**config.mk**
```make
export PLATFORM = sky130hd
export DESIGN_NAME = eid_core
export DESIGN_NICKNAME = d
export VERILOG_FILES = /design/src/design/eid_pkg.sv /design/src/design/eid_alu.sv /design/src/design/eid_core.sv /design/src/design/eid_data_mem.sv
export SDC_FILE = /design/constraint.sdc
export NUM_CORES = 2
export LEC_CHECK = 0
export BUFFER_PORTS_ARGS = -buffer_cell sky130_fd_sc_hd__clkbuf_2
export CORE_MARGIN = 2
export CORE_UTILIZATION = 39
export CTS_BUF_LIST = sky130_fd_sc_hd__clkbuf_16
export DETAILED_ROUTE_END_ITERATION = 6
export PLACE_DENSITY = 0.63
export SETUP_SLACK_MARGIN = 0.05
export SLEW_MARGIN = 20
export SYNTH_ARGS = -nofsm -noshare
export SYNTH_HDL_FRONTEND = slang
export SYNTH_SLANG_ARGS = --single-unit
```
**constraint.sdc**
```tcl
create_clock -name clk -period 21.3 [get_ports clk]
set_input_delay 1.065 -clock clk [delete_from_list [all_inputs] [get_ports clk]]
set_output_delay 1.065 -clock clk [all_outputs]
set_load 0.01 [all_outputs]
```
**src/design/eid_pkg.sv**
```systemverilog
/*
  Shared constants and types of the instruction decoder: opcode fields,
  file-register map, status bit positions, APB offsets and reset values.
  Assumes a 14-bit instruction word and an 8-bit data path.
*/
// What this block does
// - add-with-carry sums acc, file and carry
// - and/or/xor acc with file, zero only
// - arithmetic/logic shifts of file update carry, zero
// - rotate through carry touches carry only
// - subtract with borrow updates carry, digit, zero
// - inc/dec skip when zero, flags untouched
// - bit clear, set, and two bit tests
// - and/or/xor literal into acc, zero only
// - literal minus acc, literal plus acc
// - load pc high latch and bank select
// - taken skip or pc change costs two cycles
// - indirect pointer msb set adds one cycle
// - nibble swap to acc or file, no flags
// - xor literal writes acc, sets zero
// - direction load only for operands five to seven
// - xor acc with file to chosen destination
package eid_pkg;
  localparam int          PC_W      = 15;       // program counter width
  localparam int          PRE_HI    = 13;       // top bit of the 2-bit prefix
  localparam int          OPC_HI    = 11;       // top bit of the 4-bit opcode
  localparam int          DEST_BIT  = 7;        // destination select bit
  localparam int          BITNUM_LO = 7;        // lowest bit of the bit number
  localparam logic [1:0]  PRE_BYTE  = 2'h0;     // byte operations and misc
  localparam logic [1:0]  PRE_BIT   = 2'h1;     // bit operations
  localparam logic [1:0]  PRE_LIT   = 2'h3;     // literal and extended byte ops
  // byte opcodes under prefix 00
  localparam logic [3:0]  OP_MISC = 4'h0, OP_CLR = 4'h1, OP_SUB = 4'h2, OP_DEC = 4'h3;
  localparam logic [3:0]  OP_IOR  = 4'h4, OP_AND = 4'h5, OP_XOR = 4'h6, OP_ADD = 4'h7;
  localparam logic [3:0]  OP_MOV  = 4'h8, OP_COM = 4'h9, OP_INC = 4'ha, OP_DECSZ = 4'hb;
  localparam logic [3:0]  OP_RRC  = 4'hc, OP_RLC = 4'hd, OP_SWAP = 4'he, OP_INCSZ = 4'hf;
  // opcodes under prefix 11
  localparam logic [3:0]  OPX_LSL = 4'h5, OPX_LSR = 4'h6, OPX_ASR = 4'h7, OPX_SUBB = 4'hb;
  localparam logic [3:0]  OPX_ADDC = 4'hd;
  localparam logic [3:0]  OPL_LOAD_LITERAL_TO_ACC = 4'h0, OPL_LOAD_PC_HIGH_LATCH = 4'h1, OPL_IOR = 4'h8, OPL_AND = 4'h9;
  localparam logic [3:0]  OPL_XOR = 4'ha, OPL_SUB = 4'hc, OPL_ADD = 4'he;
  // misc group decode patterns on bits 7:3 of an opcode-0000 word
  localparam logic [2:0]  MISC_BANK = 3'h1;     // bits 7:5 = 001 bank load
  localparam logic [4:0]  MISC_DIR  = 5'h0c;    // bits 7:3 = 01100 direction load
  localparam logic [2:0]  DIR_A = 3'd5, DIR_B = 3'd6, DIR_C = 3'd7;
  // core file addresses, mirrored in every bank
  localparam logic [6:0]  FA_IND0 = 7'h00, FA_IND1 = 7'h01, FA_PCL = 7'h02, FA_STAT = 7'h03;
  localparam logic [6:0]  FA_P0L = 7'h04, FA_P0H = 7'h05, FA_P1L = 7'h06, FA_P1H = 7'h07;
  localparam logic [6:0]  FA_BSR = 7'h08, FA_ACC = 7'h09, FA_PC_HIGH_LATCH = 7'h0a;
  localparam int          ST_C = 0, ST_DC = 1, ST_Z = 2; // status bit positions
  localparam logic [1:0]  ST_TO_PD  = 2'h3;     // time-out, power-down read as set
  localparam logic [7:0]  DIR_RST   = 8'hff;    // port pins start as inputs
  // apb register byte offsets and control bits
  localparam logic [7:0]  OFS_CTRL = 8'h00, OFS_STAT = 8'h04, OFS_ACC = 8'h08;
  localparam logic [7:0]  OFS_PC = 8'h0c, OFS_DIR = 8'h10, OFS_BANK = 8'h14;
  localparam int          CTRL_RUN = 0, CTRL_STEP = 1;
  typedef enum logic [1:0] {S_EXEC, S_IND_WAIT, S_FLUSH} eid_state_t;
  typedef enum logic [4:0] {ALU_ADD, ALU_ADDC, ALU_SUB, ALU_SUBB, ALU_AND, ALU_IOR, ALU_XOR,
                            ALU_ASR, ALU_LSL, ALU_LSR, ALU_RLC, ALU_RRC, ALU_INC, ALU_DEC,
                            ALU_COM, ALU_MOV, ALU_SWAP, ALU_CLR, ALU_PASSW, ALU_BCLR,
                            ALU_BSET} eid_alu_op_t;
endpackage

```
**src/design/eid_alu.sv**
```systemverilog
/*
  Eight-bit arithmetic and logic unit of the decoder, purely combinational.
  Assumes the caller picks which of the flag outputs it keeps.
*/
`timescale 1ns/1ps
module eid_alu import eid_pkg::*; (
  input  wire eid_alu_op_t op,        // operation
  input  wire logic [7:0]  a,         // file or literal operand
  input  wire logic [7:0]  w,         // accumulator
  input  wire logic        cin,       // carry flag in
  input  wire logic [2:0]  bitSel,    // bit number for bit ops
  output logic      [7:0]  res,       // result
  output logic             cOut,      // carry / not-borrow out
  output logic             dcOut,     // nibble carry out
  output logic             zOut       // result is zero
);
  // add with carry in; returns {carry, digit carry, sum}
  function automatic logic [9:0] addc(input logic [7:0] x, input logic [7:0] y, input logic ci);
    logic [4:0] lo;
    logic [8:0] full;
    lo   = {1'b0, x[3:0]} + {1'b0, y[3:0]} + {4'h0, ci};
    full = {1'b0, x} + {1'b0, y} + {8'h00, ci};
    return {full[8], lo[4], full[7:0]};
  endfunction

  // subtraction adds the complement, so carry reads as not-borrow
  always_comb begin
    logic [9:0] s;
    s     = 10'h000;
    res   = a;
    cOut  = cin;
    dcOut = 1'b0;
    case (op)
      ALU_ADD:   s = addc(a, w, 1'b0);
      ALU_ADDC:  s = addc(a, w, cin);
      ALU_SUB:   s = addc(a, ~w, 1'b1);
      ALU_SUBB:  s = addc(a, ~w, cin);
      ALU_AND:   res = a & w;
      ALU_IOR:   res = a | w;
      ALU_XOR:   res = a ^ w;
      ALU_ASR:   {res, cOut} = {a[7], a};
      ALU_LSL:   {cOut, res} = {a, 1'b0};
      ALU_LSR:   {res, cOut} = {1'b0, a};
      ALU_RLC:   {cOut, res} = {a, cin};
      ALU_RRC:   {res, cOut} = {cin, a};
      ALU_INC:   res = a + 8'h01;
      ALU_DEC:   res = a - 8'h01;
      ALU_COM:   res = ~a;
      ALU_SWAP:  res = {a[3:0], a[7:4]};
      ALU_CLR:   res = 8'h00;
      ALU_PASSW: res = w;
      ALU_BCLR:  res = a & ~(8'h01 << bitSel);
      ALU_BSET:  res = a | (8'h01 << bitSel);
      default:   res = a;
    endcase
    if (op inside {ALU_ADD, ALU_ADDC, ALU_SUB, ALU_SUBB}) begin
      {cOut, dcOut, res} = s;
    end
    zOut = (res == 8'h00);
  end
endmodule // eid_alu

```
**src/design/eid_core.sv**
```systemverilog
/*
  Instruction decoder and execution control with an APB register slave.
  Assumes program memory answers progData combinationally from progAddr and
  that the APB master follows the usual setup/access sequence.
*/
`timescale 1ns/1ps
module eid_core import eid_pkg::*; #(
  parameter int MEM_AW = 9                       // data memory address width
) (
  input  wire logic            clk,              // 250 MHz core clock
  input  wire logic            reset_n,          // async reset, active low
  output logic      [PC_W-1:0] progAddr,         // instruction address
  input  wire logic [13:0]     progData,         // instruction word
  output logic      [7:0]      portADir,         // port a direction
  output logic      [7:0]      portBDir,         // port b direction
  output logic      [7:0]      portCDir,         // port c direction
  input  wire logic            psel,             // apb select
  input  wire logic            penable,          // apb enable
  input  wire logic            pwrite,           // apb direction
  input  wire logic [7:0]      paddr,            // apb byte address
  input  wire logic [31:0]     pwdata,           // apb write data
  output logic      [31:0]     prdata,           // apb read data
  output logic                 pready,           // apb ready
  output logic                 pslverr           // apb error
);
  // instruction fields
  wire logic [13:0] ir      = progData;
  wire logic [1:0]  pre     = ir[PRE_HI -: 2];
  wire logic [3:0]  opc     = ir[OPC_HI -: 4];
  wire logic        dBit    = ir[DEST_BIT];
  wire logic [6:0]  fAddr   = ir[6:0];
  wire logic [2:0]  bitSel  = ir[BITNUM_LO +: 3];
  wire logic [1:0]  bitOp   = ir[OPC_HI -: 2];       // two operation bits right under the prefix

  // architectural state
  logic [7:0]      acc;                          // working register
  logic            cFlag, dcFlag, zFlag;         // status flags
  logic [4:0]      bank_select_register;                          // bank select register
  logic [6:0]      pcLatch;                      // pc high latch
  logic [15:0]     ptr0, ptr1;                   // indirect pointers
  logic [PC_W-1:0] pc;                           // program counter
  eid_state_t      state;                        // sequencing state
  logic            flushAdvance;                 // flush cycle steps pc
  logic            run, stepPend;                // software run control

  // decode outputs
  eid_alu_op_t aluOp;
  logic useLit, fileAccess, wrFile, wrAcc;
  logic updC, updDc, updZ;
  logic skipOnZero, bitTest, bitTestSet;
  logic ldBank, ldLatch, ldDir;

  // decode of the current word; unknown words fall through as no-operation
  always_comb begin
    aluOp = ALU_MOV;
    useLit = 1'b0;
    fileAccess = 1'b0;
    wrFile = 1'b0;
    wrAcc = 1'b0;
    updC = 1'b0;
    updDc = 1'b0;
    updZ = 1'b0;
    skipOnZero = 1'b0;
    bitTest = 1'b0;
    bitTestSet = 1'b0;
    ldBank = 1'b0;
    ldLatch = 1'b0;
    ldDir = 1'b0;
    case (pre)
      PRE_BYTE: begin
        fileAccess = 1'b1;
        wrFile = dBit;
        wrAcc = !dBit;
        // flag selection by opcode set, so the operation select stays a plain enum assignment
        updC = opc inside {OP_ADD, OP_SUB, OP_RLC, OP_RRC};
        updDc = opc inside {OP_ADD, OP_SUB};
        updZ = opc inside {OP_ADD, OP_SUB, OP_AND, OP_IOR, OP_XOR, OP_INC,
                           OP_DEC, OP_COM, OP_MOV};
        skipOnZero = opc inside {OP_DECSZ, OP_INCSZ};
        case (opc)
          OP_MISC: begin                                   // store, bank, direction
            aluOp = ALU_PASSW;
            fileAccess = dBit;
            wrAcc = 1'b0;
            ldBank = (ir[7:5] == MISC_BANK);
            ldDir = (ir[7:3] == MISC_DIR) && (ir[2:0] >= DIR_A);
          end
          OP_CLR: begin
            aluOp = ALU_CLR;
            fileAccess = dBit;
            updZ = 1'b1;
          end
          OP_ADD: aluOp = ALU_ADD;
          OP_SUB: aluOp = ALU_SUB;
          OP_AND: aluOp = ALU_AND;
          OP_IOR: aluOp = ALU_IOR;
          OP_XOR: aluOp = ALU_XOR;
          OP_INC: aluOp = ALU_INC;
          OP_DEC: aluOp = ALU_DEC;
          OP_COM: aluOp = ALU_COM;
          OP_MOV: aluOp = ALU_MOV;
          OP_RLC: aluOp = ALU_RLC;
          OP_RRC: aluOp = ALU_RRC;
          OP_SWAP: aluOp = ALU_SWAP;
          OP_DECSZ: aluOp = ALU_DEC;
          OP_INCSZ: aluOp = ALU_INC;
          default: aluOp = ALU_MOV;
        endcase
      end
      PRE_BIT: begin
        fileAccess = 1'b1;
        aluOp = bitOp[0] ? ALU_BSET : ALU_BCLR;
        wrFile = !bitOp[1];
        bitTest = bitOp[1];
        bitTestSet = bitOp[0];
      end
      PRE_LIT: begin
        useLit = 1'b1;
        wrAcc = 1'b1;
        // literal flag sets; the extended byte ops below set their own flags
        updZ = opc inside {OPL_AND, OPL_IOR, OPL_XOR, OPL_SUB, OPL_ADD};
        updC = opc inside {OPL_SUB, OPL_ADD};
        updDc = opc inside {OPL_SUB, OPL_ADD};
        case (opc)
          OPX_ASR, OPX_LSL, OPX_LSR, OPX_SUBB, OPX_ADDC: begin
            useLit = 1'b0;
            fileAccess = 1'b1;
            wrFile = dBit;
            wrAcc = !dBit;
            updC = 1'b1;
            updZ = 1'b1;
            updDc = (opc == OPX_SUBB) || (opc == OPX_ADDC);
            case (opc)
              OPX_ASR: aluOp = ALU_ASR;
              OPX_LSL: aluOp = ALU_LSL;
              OPX_LSR: aluOp = ALU_LSR;
              OPX_SUBB: aluOp = ALU_SUBB;
              default: aluOp = ALU_ADDC;
            endcase
          end
          OPL_LOAD_LITERAL_TO_ACC: aluOp = ALU_MOV;
          OPL_LOAD_PC_HIGH_LATCH: begin
            wrAcc = 1'b0;
            ldLatch = ir[7];
          end
          OPL_AND: aluOp = ALU_AND;
          OPL_IOR: aluOp = ALU_IOR;
          OPL_XOR: aluOp = ALU_XOR;
          OPL_SUB: aluOp = ALU_SUB;
          OPL_ADD: aluOp = ALU_ADD;
          default: wrAcc = 1'b0;
        endcase
      end
      default: aluOp = ALU_MOV;                            // branch class not handled here
    endcase
  end

  // operand fetch: indirect slots, core registers, or banked memory
  wire logic        isInd     = fileAccess && (fAddr == FA_IND0 || fAddr == FA_IND1);
  wire logic [15:0] ptrSel    = fAddr[0] ? ptr1 : ptr0;
  wire logic        indHigh   = isInd && ptrSel[15];       // msb set: outside data space
  wire logic        specialHit = !isInd && (fAddr <= FA_PC_HIGH_LATCH);
  wire logic [11:0] directAddr = {bank_select_register, fAddr};
  wire logic [MEM_AW-1:0] memAddr = isInd ? ptrSel[MEM_AW-1:0] : directAddr[MEM_AW-1:0];
  wire logic [7:0]  statusByte = {3'h0, ST_TO_PD, zFlag, dcFlag, cFlag};
  logic [7:0] memRdata, specialVal, fileVal, aluRes;
  logic       aluC, aluDc, aluZ;

  // core register read mux
  always_comb begin
    case (fAddr)
      FA_PCL:    specialVal = pc[7:0];
      FA_STAT:   specialVal = statusByte;
      FA_P0L:    specialVal = ptr0[7:0];
      FA_P0H:    specialVal = ptr0[15:8];
      FA_P1L:    specialVal = ptr1[7:0];
      FA_P1H:    specialVal = ptr1[15:8];
      FA_BSR:    specialVal = {3'h0, bank_select_register};
      FA_ACC:    specialVal = acc;
      FA_PC_HIGH_LATCH: specialVal = {1'b0, pcLatch};
      default:   specialVal = 8'h00;
    endcase
  end

  // the high region is not modelled here: it reads zero and ignores writes
  assign fileVal = indHigh ? 8'h00 : (specialHit ? specialVal : memRdata);

  eid_alu u_alu (
    .op     (aluOp),
    .a      (useLit ? ir[7:0] : fileVal),
    .w      (acc),
    .cin    (cFlag),
    .bitSel (bitSel),
    .res    (aluRes),
    .cOut   (aluC),
    .dcOut  (aluDc),
    .zOut   (aluZ)
  );

  // execution timing
  wire logic go        = run || stepPend;
  wire logic commit    = go && ((state == S_EXEC && !indHigh) || state == S_IND_WAIT);
  wire logic bitMatch  = (fileVal[bitSel] == bitTestSet);
  wire logic skipTaken = commit && ((skipOnZero && aluZ) || (bitTest && bitMatch));
  wire logic fileWr    = commit && wrFile && fileAccess;
  wire logic coreWr    = fileWr && specialHit;
  wire logic pcWrite   = coreWr && fAddr == FA_PCL;
  wire logic statWr    = coreWr && fAddr == FA_STAT;
  wire logic memWe     = fileWr && !specialHit && !indHigh;

  eid_data_mem #(.AW(MEM_AW)) u_mem (
    .clk   (clk),
    .we    (memWe),
    .addr  (memAddr),
    .wdata (aluRes),
    .rdata (memRdata)
  );

  // sequencing: extra cycle for high indirect, no-op cycle after skip or pc write
  always_ff @(posedge clk or negedge reset_n) begin
    if (!reset_n) begin
      state <= S_EXEC;
      pc <= '0;
      flushAdvance <= 1'b0;
    end else if (go) begin
      if (commit) begin
        state <= (skipTaken || pcWrite) ? S_FLUSH : S_EXEC;
        pc <= pcWrite ? {pcLatch, aluRes} : pc + 1'b1;
        flushAdvance <= !pcWrite;
      end else if (state == S_FLUSH) begin
        state <= S_EXEC;
        pc <= flushAdvance ? pc + 1'b1 : pc;
      end else begin
        state <= S_IND_WAIT;
      end
    end
  end

  // status flags: flag update beats a direct write of the status register
  always_ff @(posedge clk or negedge reset_n) begin
    if (!reset_n) begin
      {zFlag, dcFlag, cFlag} <= 3'h0;
    end else begin
      cFlag <= (commit && updC) ? aluC : (statWr ? aluRes[ST_C] : cFlag);
      dcFlag <= (commit && updDc) ? aluDc : (statWr ? aluRes[ST_DC] : dcFlag);
      zFlag <= (commit && updZ) ? aluZ : (statWr ? aluRes[ST_Z] : zFlag);
    end
  end

  // working register and core registers
  always_ff @(posedge clk or negedge reset_n) begin
    if (!reset_n) begin
      acc <= 8'h00;
      bank_select_register <= 5'h00;
      pcLatch <= 7'h00;
      ptr0 <= 16'h0000;
      ptr1 <= 16'h0000;
    end else begin
      if ((commit && wrAcc) || (coreWr && fAddr == FA_ACC)) acc <= aluRes;
      if (commit && ldBank) bank_select_register <= ir[4:0];
      else if (coreWr && fAddr == FA_BSR) bank_select_register <= aluRes[4:0];
      if (commit && ldLatch) pcLatch <= ir[6:0];
      else if (coreWr && fAddr == FA_PC_HIGH_LATCH) pcLatch <= aluRes[6:0];
      if (coreWr && fAddr == FA_P0L) ptr0[7:0] <= aluRes;
      if (coreWr && fAddr == FA_P0H) ptr0[15:8] <= aluRes;
      if (coreWr && fAddr == FA_P1L) ptr1[7:0] <= aluRes;
      if (coreWr && fAddr == FA_P1H) ptr1[15:8] <= aluRes;
    end
  end

  // direction registers, loaded from the working register
  always_ff @(posedge clk or negedge reset_n) begin
    if (!reset_n) begin
      {portADir, portBDir, portCDir} <= {3{DIR_RST}};
    end else if (commit && ldDir) begin
      if (ir[2:0] == DIR_A) portADir <= acc;
      if (ir[2:0] == DIR_B) portBDir <= acc;
      if (ir[2:0] == DIR_C) portCDir <= acc;
    end
  end

  assign progAddr = pc;

  // apb slave: zero wait states, read data captured in the setup cycle
  wire logic apbSetup = psel && !penable;
  wire logic apbWr    = psel && penable && pwrite;
  wire logic mapped   = paddr inside {OFS_CTRL, OFS_STAT, OFS_ACC, OFS_PC, OFS_DIR, OFS_BANK};
  wire logic stepWr   = apbWr && paddr == OFS_CTRL && pwdata[CTRL_STEP];
  logic [31:0] readMux;

  always_comb begin
    case (paddr)
      OFS_CTRL: readMux = {31'h0, run};
      OFS_STAT: readMux = {24'h0, stepPend, 2'(state), statusByte[4:0]};
      OFS_ACC:  readMux = {24'h0, acc};
      OFS_PC:   readMux = {{(32-PC_W){1'b0}}, pc};
      OFS_DIR:  readMux = {8'h00, portCDir, portBDir, portADir};
      OFS_BANK: readMux = {17'h0, pcLatch, 3'h0, bank_select_register};
      default:  readMux = 32'h0;
    endcase
  end

  // run control; a new step request wins over the cycle that retires one
  always_ff @(posedge clk or negedge reset_n) begin
    if (!reset_n) begin
      run <= 1'b0;
      stepPend <= 1'b0;
      prdata <= 32'h0;
    end else begin
      if (apbWr && paddr == OFS_CTRL) run <= pwdata[CTRL_RUN];
      stepPend <= stepWr || (stepPend && run);
      if (apbSetup && !pwrite) prdata <= readMux;
    end
  end

  assign pready  = 1'b1;
  assign pslverr = psel && penable && !mapped;

  // checks
  a_addc_sum: assert property (@(posedge clk) disable iff (!reset_n)
    (commit && pre == PRE_LIT && opc == OPX_ADDC) |->
      {aluC, aluRes} == {1'b0, acc} + {1'b0, fileVal} + {8'h00, cFlag})
    else $error("add with carry sum wrong");
  a_xorlit_acc: assert property (@(posedge clk) disable iff (!reset_n)
    (commit && pre == PRE_LIT && opc == OPL_XOR) |=>
      acc == $past(acc ^ ir[7:0]) && zFlag == (acc == 8'h00))
    else $error("xor literal result or zero wrong");
  a_skip_flush: assert property (@(posedge clk) disable iff (!reset_n)
    (skipTaken && !pcWrite) |=> state == S_FLUSH ##1 (!go || (state == S_EXEC)))
    else $error("taken skip did not spend a no-op cycle");
  a_ind_stall: assert property (@(posedge clk) disable iff (!reset_n)
    (go && state == S_EXEC && indHigh) |-> !commit ##1 (state == S_IND_WAIT && $stable(pc)))
    else $error("high indirect access missed its extra cycle");
  a_bank_load: assert property (@(posedge clk) disable iff (!reset_n)
    (commit && ldBank) |=> bank_select_register == $past(ir[4:0]) && $stable(zFlag))
    else $error("bank select load wrong");
  a_dir_load: assert property (@(posedge clk) disable iff (!reset_n)
    (commit && ldDir && ir[2:0] == DIR_B) |=> portBDir == $past(acc) && $stable(portADir))
    else $error("direction register load wrong");
  a_swap_flags: assert property (@(posedge clk) disable iff (!reset_n)
    (commit && pre == PRE_BYTE && opc == OP_SWAP && fAddr != FA_STAT) |=>
      $stable({zFlag, dcFlag, cFlag}))
    else $error("nibble swap changed a flag");
  a_rot_carry: assert property (@(posedge clk) disable iff (!reset_n)
    (commit && pre == PRE_BYTE && opc == OP_RLC && fAddr != FA_STAT) |=>
      cFlag == $past(fileVal[7]) && $stable(zFlag))
    else $error("rotate left carry wrong");
endmodule // eid_core

```
**src/design/eid_data_mem.sv**
```systemverilog
/*
  Banked data memory behind the file-register space.
  Assumes read is asynchronous and write lands on the clock edge.
*/
`timescale 1ns/1ps
module eid_data_mem #(
  parameter int AW = 9                 // address width
) (
  input  wire logic          clk,      // core clock
  input  wire logic          we,       // write strobe
  input  wire logic [AW-1:0] addr,     // byte address
  input  wire logic [7:0]    wdata,    // write data
  output logic      [7:0]    rdata     // read data, same cycle
);
  logic [7:0] mem [0:(1<<AW)-1];       // contents are undefined after power-up

  // single write port, no reset so it maps onto ram
  always_ff @(posedge clk) begin
    if (we) begin
      mem[addr] <= wdata;
    end
  end

  assign rdata = mem[addr];
endmodule // eid_data_mem

```
**After elaboration in Yosys (flattened, before gate mapping)**

Memories as Yosys holds them, arrays and structs flattened.
Index checks and enable logic that the tools add are counted.

- $add $sub $neg: 13
- Magnitude comparators: 3
- Equality and inequality tests: 60
- Shift-type cells: 1
- Muxes and demuxes: 65
- Bitwise gates (word level): 8
- Reduce and logical (&&, ||, !) cells: 90

Operators by type and width:

| kind | count |
|---|---|
| one-hot mux 24 bit (6 select lines) | 1 |
| one-hot mux 8 bit (16 select lines) | 1 |
| one-hot mux 8 bit (9 select lines) | 1 |
| one-hot mux 5 bit (14 select lines) | 1 |
| two-way mux 15 bit | 4 |
| equality test 5 x 4 -> 1 bit (second input constant) | 8 |
| one-hot mux 10 bit (4 select lines) | 1 |
| logical AND 1 bit | 38 |
| equality test 4 bit (second input constant) | 8 |
| two-way mux 8 bit | 4 |
| two-way mux 1 bit | 31 |
| equality test 7 x 3 -> 1 bit (second input constant) | 4 |
| equality test 5 bit (second input constant) | 5 |
| NOT 8 bit | 3 |
| one-hot mux 4 bit (6 select lines) | 1 |
| equality test 7 x 4 -> 1 bit (second input constant) | 3 |
| equality test 5 x 3 -> 1 bit (second input constant) | 4 |
| nonzero test 2 bit | 10 |
| adder 8 x 8 -> 9 bit | 2 |
| adder 9 x 1 -> 9 bit | 2 |
| AND 8 bit | 2 |
| equality test 4 x 3 -> 1 bit (second input constant) | 4 |
| equality test 8 x 4 -> 1 bit (second input constant) | 2 |
| equality test 8 x 5 -> 1 bit (second input constant) | 2 |
| 54 further kinds | 98 |

- Register bits after elaboration: 131
- Bits in writable memories: 4096
- Output and inout port bits: 73
- Logic and storage cells: 260
- Memories: 1

Memories:

| memory | depth | width | rd ports | clocked after memory_dff | write ports | line | RTL |
|---|---|---|---|---|---|---|---|
| u_mem.mem | 512 | 8 | 1 | 0 | 1 | eid_data_mem.sv:15 | `logic [7:0] mem [0:(1<<AW)-1];` |

**Longest topological paths before layout**

- Depth after elaboration: 21
- Mapped depth: 43
- Gate-level depth less buffers: 33

**Hierarchy**

From an unflattened synthesis, not the netlist that was laid out.

- Cells, all modules: 8752
- Area, all modules: 168406.5 um^2

Modules (own cells, without submodules):

| module | times used | cells each | area each (um^2) | seq. area each (um^2) |
|---|---|---|---|---|
| eid_data_mem | 1 | 7567 | 158199.2 | 122998.0 |
| eid_core | 1 | 762 | 7324.5 | 3108.0 |
| eid_alu | 1 | 423 | 2882.8 | 0.0 |

**Worst setup path before layout**

OpenSTA, ideal clock, no wires.

- Path kind: input-to-reg
- From: in progData[12]
- To: mem u_mem.mem[0][6], data pin
- Setup time: 1.341 ns
- Data arrival time: 12.318 ns
- Slack: 7.641 ns
- Stages on the path: 31
- Cell sequence: inv_1 -> ha_1 -> clkbuf_1 -> or2_2 -> nor3_2 -> a21boi_2 -> mux2_2 -> and2_1 -> clkbuf_1 -> nand2_1 -> clkbuf_1 -> a31oi_1 -> nor4_1 -> nand4_1 -> or4b_1 -> nor4_4 -> o21a_1 -> ha_1 -> inv_1 -> a21oi_1 -> nor2_1 -> nor2_1 -> o21bai_1 -> a21oi_1 -> xnor2_1 -> or3_1 -> nor2_1 -> xor2_1 -> o211ai_1 -> o31ai_1 -> inv_1

- Cells in the longest elaborated chain, start to end: 12

Ends and longest elaborated chain:

| what | line | RTL |
|---|---|---|
| start, declared | eid_core.sv:13 | `input wire logic [13:0] progData,` |
| equality test 2 bit (tied with other cells) | eid_core.sv:69 | `case (pre)` |
| one-hot mux 1 bit (3 select lines) | eid_core.sv:69 |  |
| logical AND 1 bit | eid_core.sv:159 | `wire logic isInd = fileAccess && (fAddr == FA_IND0 \|\| fAddr == FA_IND1);` |
| two-way mux 9 bit / zero test 1 bit (equally long branches) | eid_core.sv:164, eid_core.sv:162 |  |
| memory read (512 x 8 bit) / logical AND 1 bit (equally long branches) | n/a |  |
| two-way mux 8 bit (2 in a row) | eid_core.sv:186 | `assign fileVal = indHigh ? 8'h00 : (specialHit ? specialVal : memRdata);` |
| two-way mux 8 bit | eid_core.sv:190 | `.a (useLit ? ir[7:0] : fileVal),` |
| adder 8 x 8 -> 9 bit | eid_alu.sv:22 | `full = {1'b0, x} + {1'b0, y} + {8'h00, ci};` |
| adder 9 x 1 -> 9 bit | eid_alu.sv:22 |  |
| one-hot mux 10 bit (4 select lines) | eid_alu.sv:33 | `case (op)` |
| two-way mux 8 bit (*) | eid_alu.sv:56 | `if (op inside {ALU_ADD, ALU_ADDC, ALU_SUB, ALU_SUBB}) begin` |
| net aluRes[6] | eid_core.sv:166 | `logic [7:0] memRdata, specialVal, fileVal, aluRes;` |
| end, declared | eid_data_mem.sv:15 |  |

Mark *: on every way through the listed nets, which the timed path passes. The rest lies on a longest branch.

**Final worst setup path**

- From: in progData[11]
- To: mem u_mem.mem[251][7], data pin

- Cells in the longest elaborated chain, start to end: 14

Ends and longest elaborated chain:

| what | line |
|---|---|
| equality test 4 x 3 -> 1 bit (tied with other cells) | eid_core.sv:80, eid_core.sv:124, eid_core.sv:133 |
| OR reduction 5 bit / OR reduction 2 bit (equally long branches) | n/a |
| two-way mux 1 bit, on equally long branches | eid_core.sv:124, eid_core.sv:80 |
| one-hot mux 1 bit (3 select lines) | eid_core.sv:69 |
| logical AND 1 bit | eid_core.sv:159 |
| two-way mux 9 bit / zero test 1 bit (equally long branches) | eid_core.sv:164, eid_core.sv:162 |
| memory read (512 x 8 bit) / logical AND 1 bit (equally long branches) | n/a |
| two-way mux 8 bit (2 in a row) | eid_core.sv:186 |
| two-way mux 8 bit | eid_core.sv:190 |
| adder 8 x 8 -> 9 bit | eid_alu.sv:22 |
| adder 9 x 1 -> 9 bit | eid_alu.sv:22 |
| one-hot mux 10 bit (4 select lines) | eid_alu.sv:33 |
| two-way mux 8 bit (*) | eid_alu.sv:56 |
| net aluRes[7] | eid_core.sv:166 |

Marked as above.

==> key figures <==
Clocking
  • CTS tree: done
  • Post-CTS Setup Inserts: 0
  • Worst-case clock buffer depth: 4
  • Root buf cell: clkbuf_16
  • Clock sink count: around 4200
  • Num CTS Buffers: 415
  • Post-CTS Resized: 0
  • Clk slew on worst S/H paths: around 0.070 ns
  • Clk_lat worst skew: 1.01 ns
  • CTS H-tree depth: 5
  • Hold_buf cts: 0

STA
  • RSZ-0062 raised after global routing: false
  • Period utilisation layout: 0.640
  • Highest Clock Rate: 73.4 MHz
  • Post-route minimum period: 13.62 ns
  • Hold Slack: 0.139 ns
  • Slew HR: 0.149
  • Worst clock skew: 0.0922 ns
  • Final setup vio count: 0
  • Worst-Margin Slew: 1.28 ns
  • Total negative setup slack: 0 ns
  • Hold Vio Cnt, Final: 0
  • Slew Viols, Final: 0

Finish
  • Count of nets after finishing: 12200
  • Fraction of layout cells with a size suffix above 1: 0.0934
  • Area growth, synth to finish: 11.3%
  • Filler cell count: between 30000 and 40000

Routing
  • DR WL/cell: ~30 um
  • Vias: 111000
  • Residual DRC: 10
  • DRT antenna net count: 0
  • Vias per cell: 6.06
  • Final wirelength: 550000 um
  • Drt initial violations: 17300
  • Drt pass-1 iters: 7

Pwr
  • Part of the power in combinational logic: 0.106
  • Sw frac: 0.255
  • Switching pwr: just under 0.005 W
  • Cell Int Power: 0.0142 W
  • Sequential Power Share: 0.523
  • Leakage power of the design: 62.6 nW
  • Clock power frac: 0.371
  • Maximum vdd drop: 92.6 uV
  • PD cells: 100 nW/um2

Die
  • Core area: 438000 um2
  • Initial Util: 0.392
  • Row cnt: 243
  • Die W: 668 um
  • Die ar.: approximately 450000 um2
  • Ports: 132
  • Die H: 668 um

Synthesis
  • Synth Area in Simple Gates: 0.0881
  • Adder-cell share of the synthesized area: 0.00289
  • Post-Synth XOR/XNOR Area: 0.00168
  • Sequential fraction of the synthesis area: 0.734
  • Post-synthesis cell type count: roughly 110
  • Ys async rst share: 0.0292
  • Mux cell area share after synthesis: 0.0335
  • Synth Area in Compound Gates: 0.112
  • Post-synth EDFFs: 4096
  • Largest family of logic cells by synthesized area: compound AO/OA/AOI/OAI gates
  • Synthesis-stage register bit count: 4219
  • Cell count after synthesis: 12200
  • Top cells by area, synth: edfxtp_1 (72%), nand2_1 (4.2%), a21oi_1 (3.5%)
  • Top-area cell type share of the netlist area: 0.716
  • Mapped cell area: 172000 um2
  • Top-count cell post-synth: edfxtp_1
  • Largest area contributor in the netlist: edfxtp_1
  • Synth top cells by count: edfxtp_1 (4096), nand2_1 (1914), a21oi_1 (1198)
  • Mapped Avg Cell Area: 14.1 um2
  • Synth Flop Type: edfxtp_1
  • Ys Warns: 0

Worst setup path
  • Critical path capture point type: flip-flop
  • Crit Path Category: primary input to flip-flop
  • CP max-delay cell: nor4b_4
  • CP required: 21.88 ns
  • CP Data Arrival Time: approximately 14 ns
  • Worst-path fanout max: between 200 and 250
  • Reg2Reg Depth: 30
  • Startpoint Class: primary input
  • Slowest cell delay on critical path: 0.92 ns

Global routing
  • Global route overflow: 0
  • Initial antenna violation count: 36
  • Vias in the first global route: a little over 100k
  • Largest net degree at the start of global routing: 226
  • Tot GR Track Use: 0.238
  • First-pass GRT wire length: about 770000 um

Place
  • Buffers on Ports: roughly 90
  • Detail Placement HPWL: 317000 um
  • Gpl congestion: 0.911

Worst hold path
  • Worst Hold Class: primary input to asynchronous set/reset pin

Status
  • Status: finished with violations
  • Failing checks: DRC

Job
  • Max_cap viols: 0
-- metrics by stage --
step / total power, W / instances / utilization / worst slack, ns / area, um2
floorplan: 0.0115 / 12200 / - / 7.64 / 172000
finish: 0.0191 / 18400 / 0.436 / 7.68 / 191000
global route: 0.0196 / 18300 / 0.436 / 7.11 / 191000
detailed placement: 0.0122 / 17600 / 0.407 / 6.88 / 178000
global placement: 0.0121 / 17600 / 0.407 / 7.03 / 178000
CTS: 0.0191 / 18300 / 0.436 / 7.86 / 191000
-- power by group through the flow --
stage / Sequential (W) / Clock [W] / Combinational [W]
global placement: 0.0102 / 0 / 0.00194
floorplan: 0.0105 / 0 / 0.00102
detailed placement: 0.0102 / 0 / 0.00198
CTS: 0.00999 / 0.00710 / 0.00198
global route: 0.00999 / 0.00743 / 0.00213
finish: 0.0100 / 0.00709 / 0.00202
-- final cells by class --
cell class | count | area (um2) | share of cell area
well taps | 5880 | 7360 | 0.0385
flip-flops and latches | 4219 | 126000 | 0.660
inverters | 72 | 323 | 0.00169
repair buffers | 361 | 2870 | 0.0150
clock buffers | 419 | 10500 | 0.0548
multi-input cells | 7052 | 41500 | 0.217
clock inverters | 331 | 2420 | 0.0127
diodes | 26 | 65.1 | 0.000340
-- sequential cells by signal, summed over array words and instances, names as in the netlist --
| name | flops |
|---|---|
| state | 2 |
| bank_select_register | 5 |
| flushAdvance | 1 |
| u_mem.mem | 4096 |
| stepPend | 1 |
| dcFlag | 1 |
| progAddr | 15 |
| cFlag | 1 |
| portCDir | 8 |
| prdata | 24 |
| zFlag | 1 |
| portBDir | 8 |
| ptr0 | 16 |
| acc | 8 |
| ptr1 | 16 |
| pcLatch | 7 |
| run | 1 |
| portADir | 8 |
-- final timing paths --
check	start	end	slack [ns]
setup / recovery	progData[11]	u_mem.mem[251][7]	7.68
hold / removal	reset_n	acc[1]	0.14
setup reg to reg	ptr1[0]	u_mem.mem[251][7]	8.41
hold reg to reg	prdata[19]	prdata[19]	0.48
max in group asynchronous	reset_n	prdata[13]	19.83
min in group clk	pwdata[0]	run	0.33
-- kinds of logic (layout without fill, tap and decap cells) --
group	after synthesis	after routing
multiplexers	539	539
AND/OR/NAND/NOR	3510	3510
other	2	35
adder cells (fa/ha/maj)	38	38
flip-flops	4219	4219
buffers and inverters	949	1183
AO/OA/AOI/OAI	2923	2923
XOR/XNOR	33	33
-- critical path: cells and delay by family --
family	cells	cell delay, ns
AND/OR/NAND/NOR	12	4.07
adder cells (fa/ha/maj)	1	0.34
XOR/XNOR	1	0.20
AO/OA/AOI/OAI	9	2.77
buffers and inverters	8	5.05
multiplexers	1	0.19
-- cells in the final DEF (no fill, tap or decap), types with 66 or more instances in the layout --
| cell type | Yosys | layout |
|---|---|---|
| o21ai_0 | 195 | 195 |
| a211oi_1 | 110 | 107 |
| a221oi_1 | 175 | 175 |
| buf_4 | 171 | 241 |
| nand3_1 | 316 | 316 |
| edfxtp_1 | 4096 | 4096 |
| a21oi_1 | 1198 | 1195 |
| nor3_1 | 96 | 95 |
| mux2i_1 | 457 | 456 |
| clkinv_1 | 0 | 106 |
| clkbuf_16 | 0 | 419 |
| clkinv_2 | 0 | 74 |
| inv_1 | 70 | 149 |
| a22oi_1 | 428 | 425 |
| nor2_1 | 682 | 673 |
| a22o_1 | 91 | 91 |
| nand4_1 | 95 | 95 |
| and3_1 | 79 | 79 |
| and2_1 | 143 | 143 |
| a32oi_1 | 101 | 100 |
| a31oi_1 | 167 | 167 |
| a21o_1 | 72 | 69 |
| nand2_1 | 1914 | 1892 |
| clkbuf_2 | 0 | 89 |
| dfrtp_1 | 99 | 99 |
| nor4_1 | 76 | 66 |
-- per-layer routing --
layer / track usage / vias to the layer above / wire [um]
met5: 0 / - / 104
met4: 0.106 / 16 / 27700
met3: 0.0572 / 1134 / 66000
met2: 0.362 / 7021 / 245000
met1: 0.326 / 56300 / 211000
li1: - / 46700 / -
No activity file was read; power rests on OpenSTA's default activity.
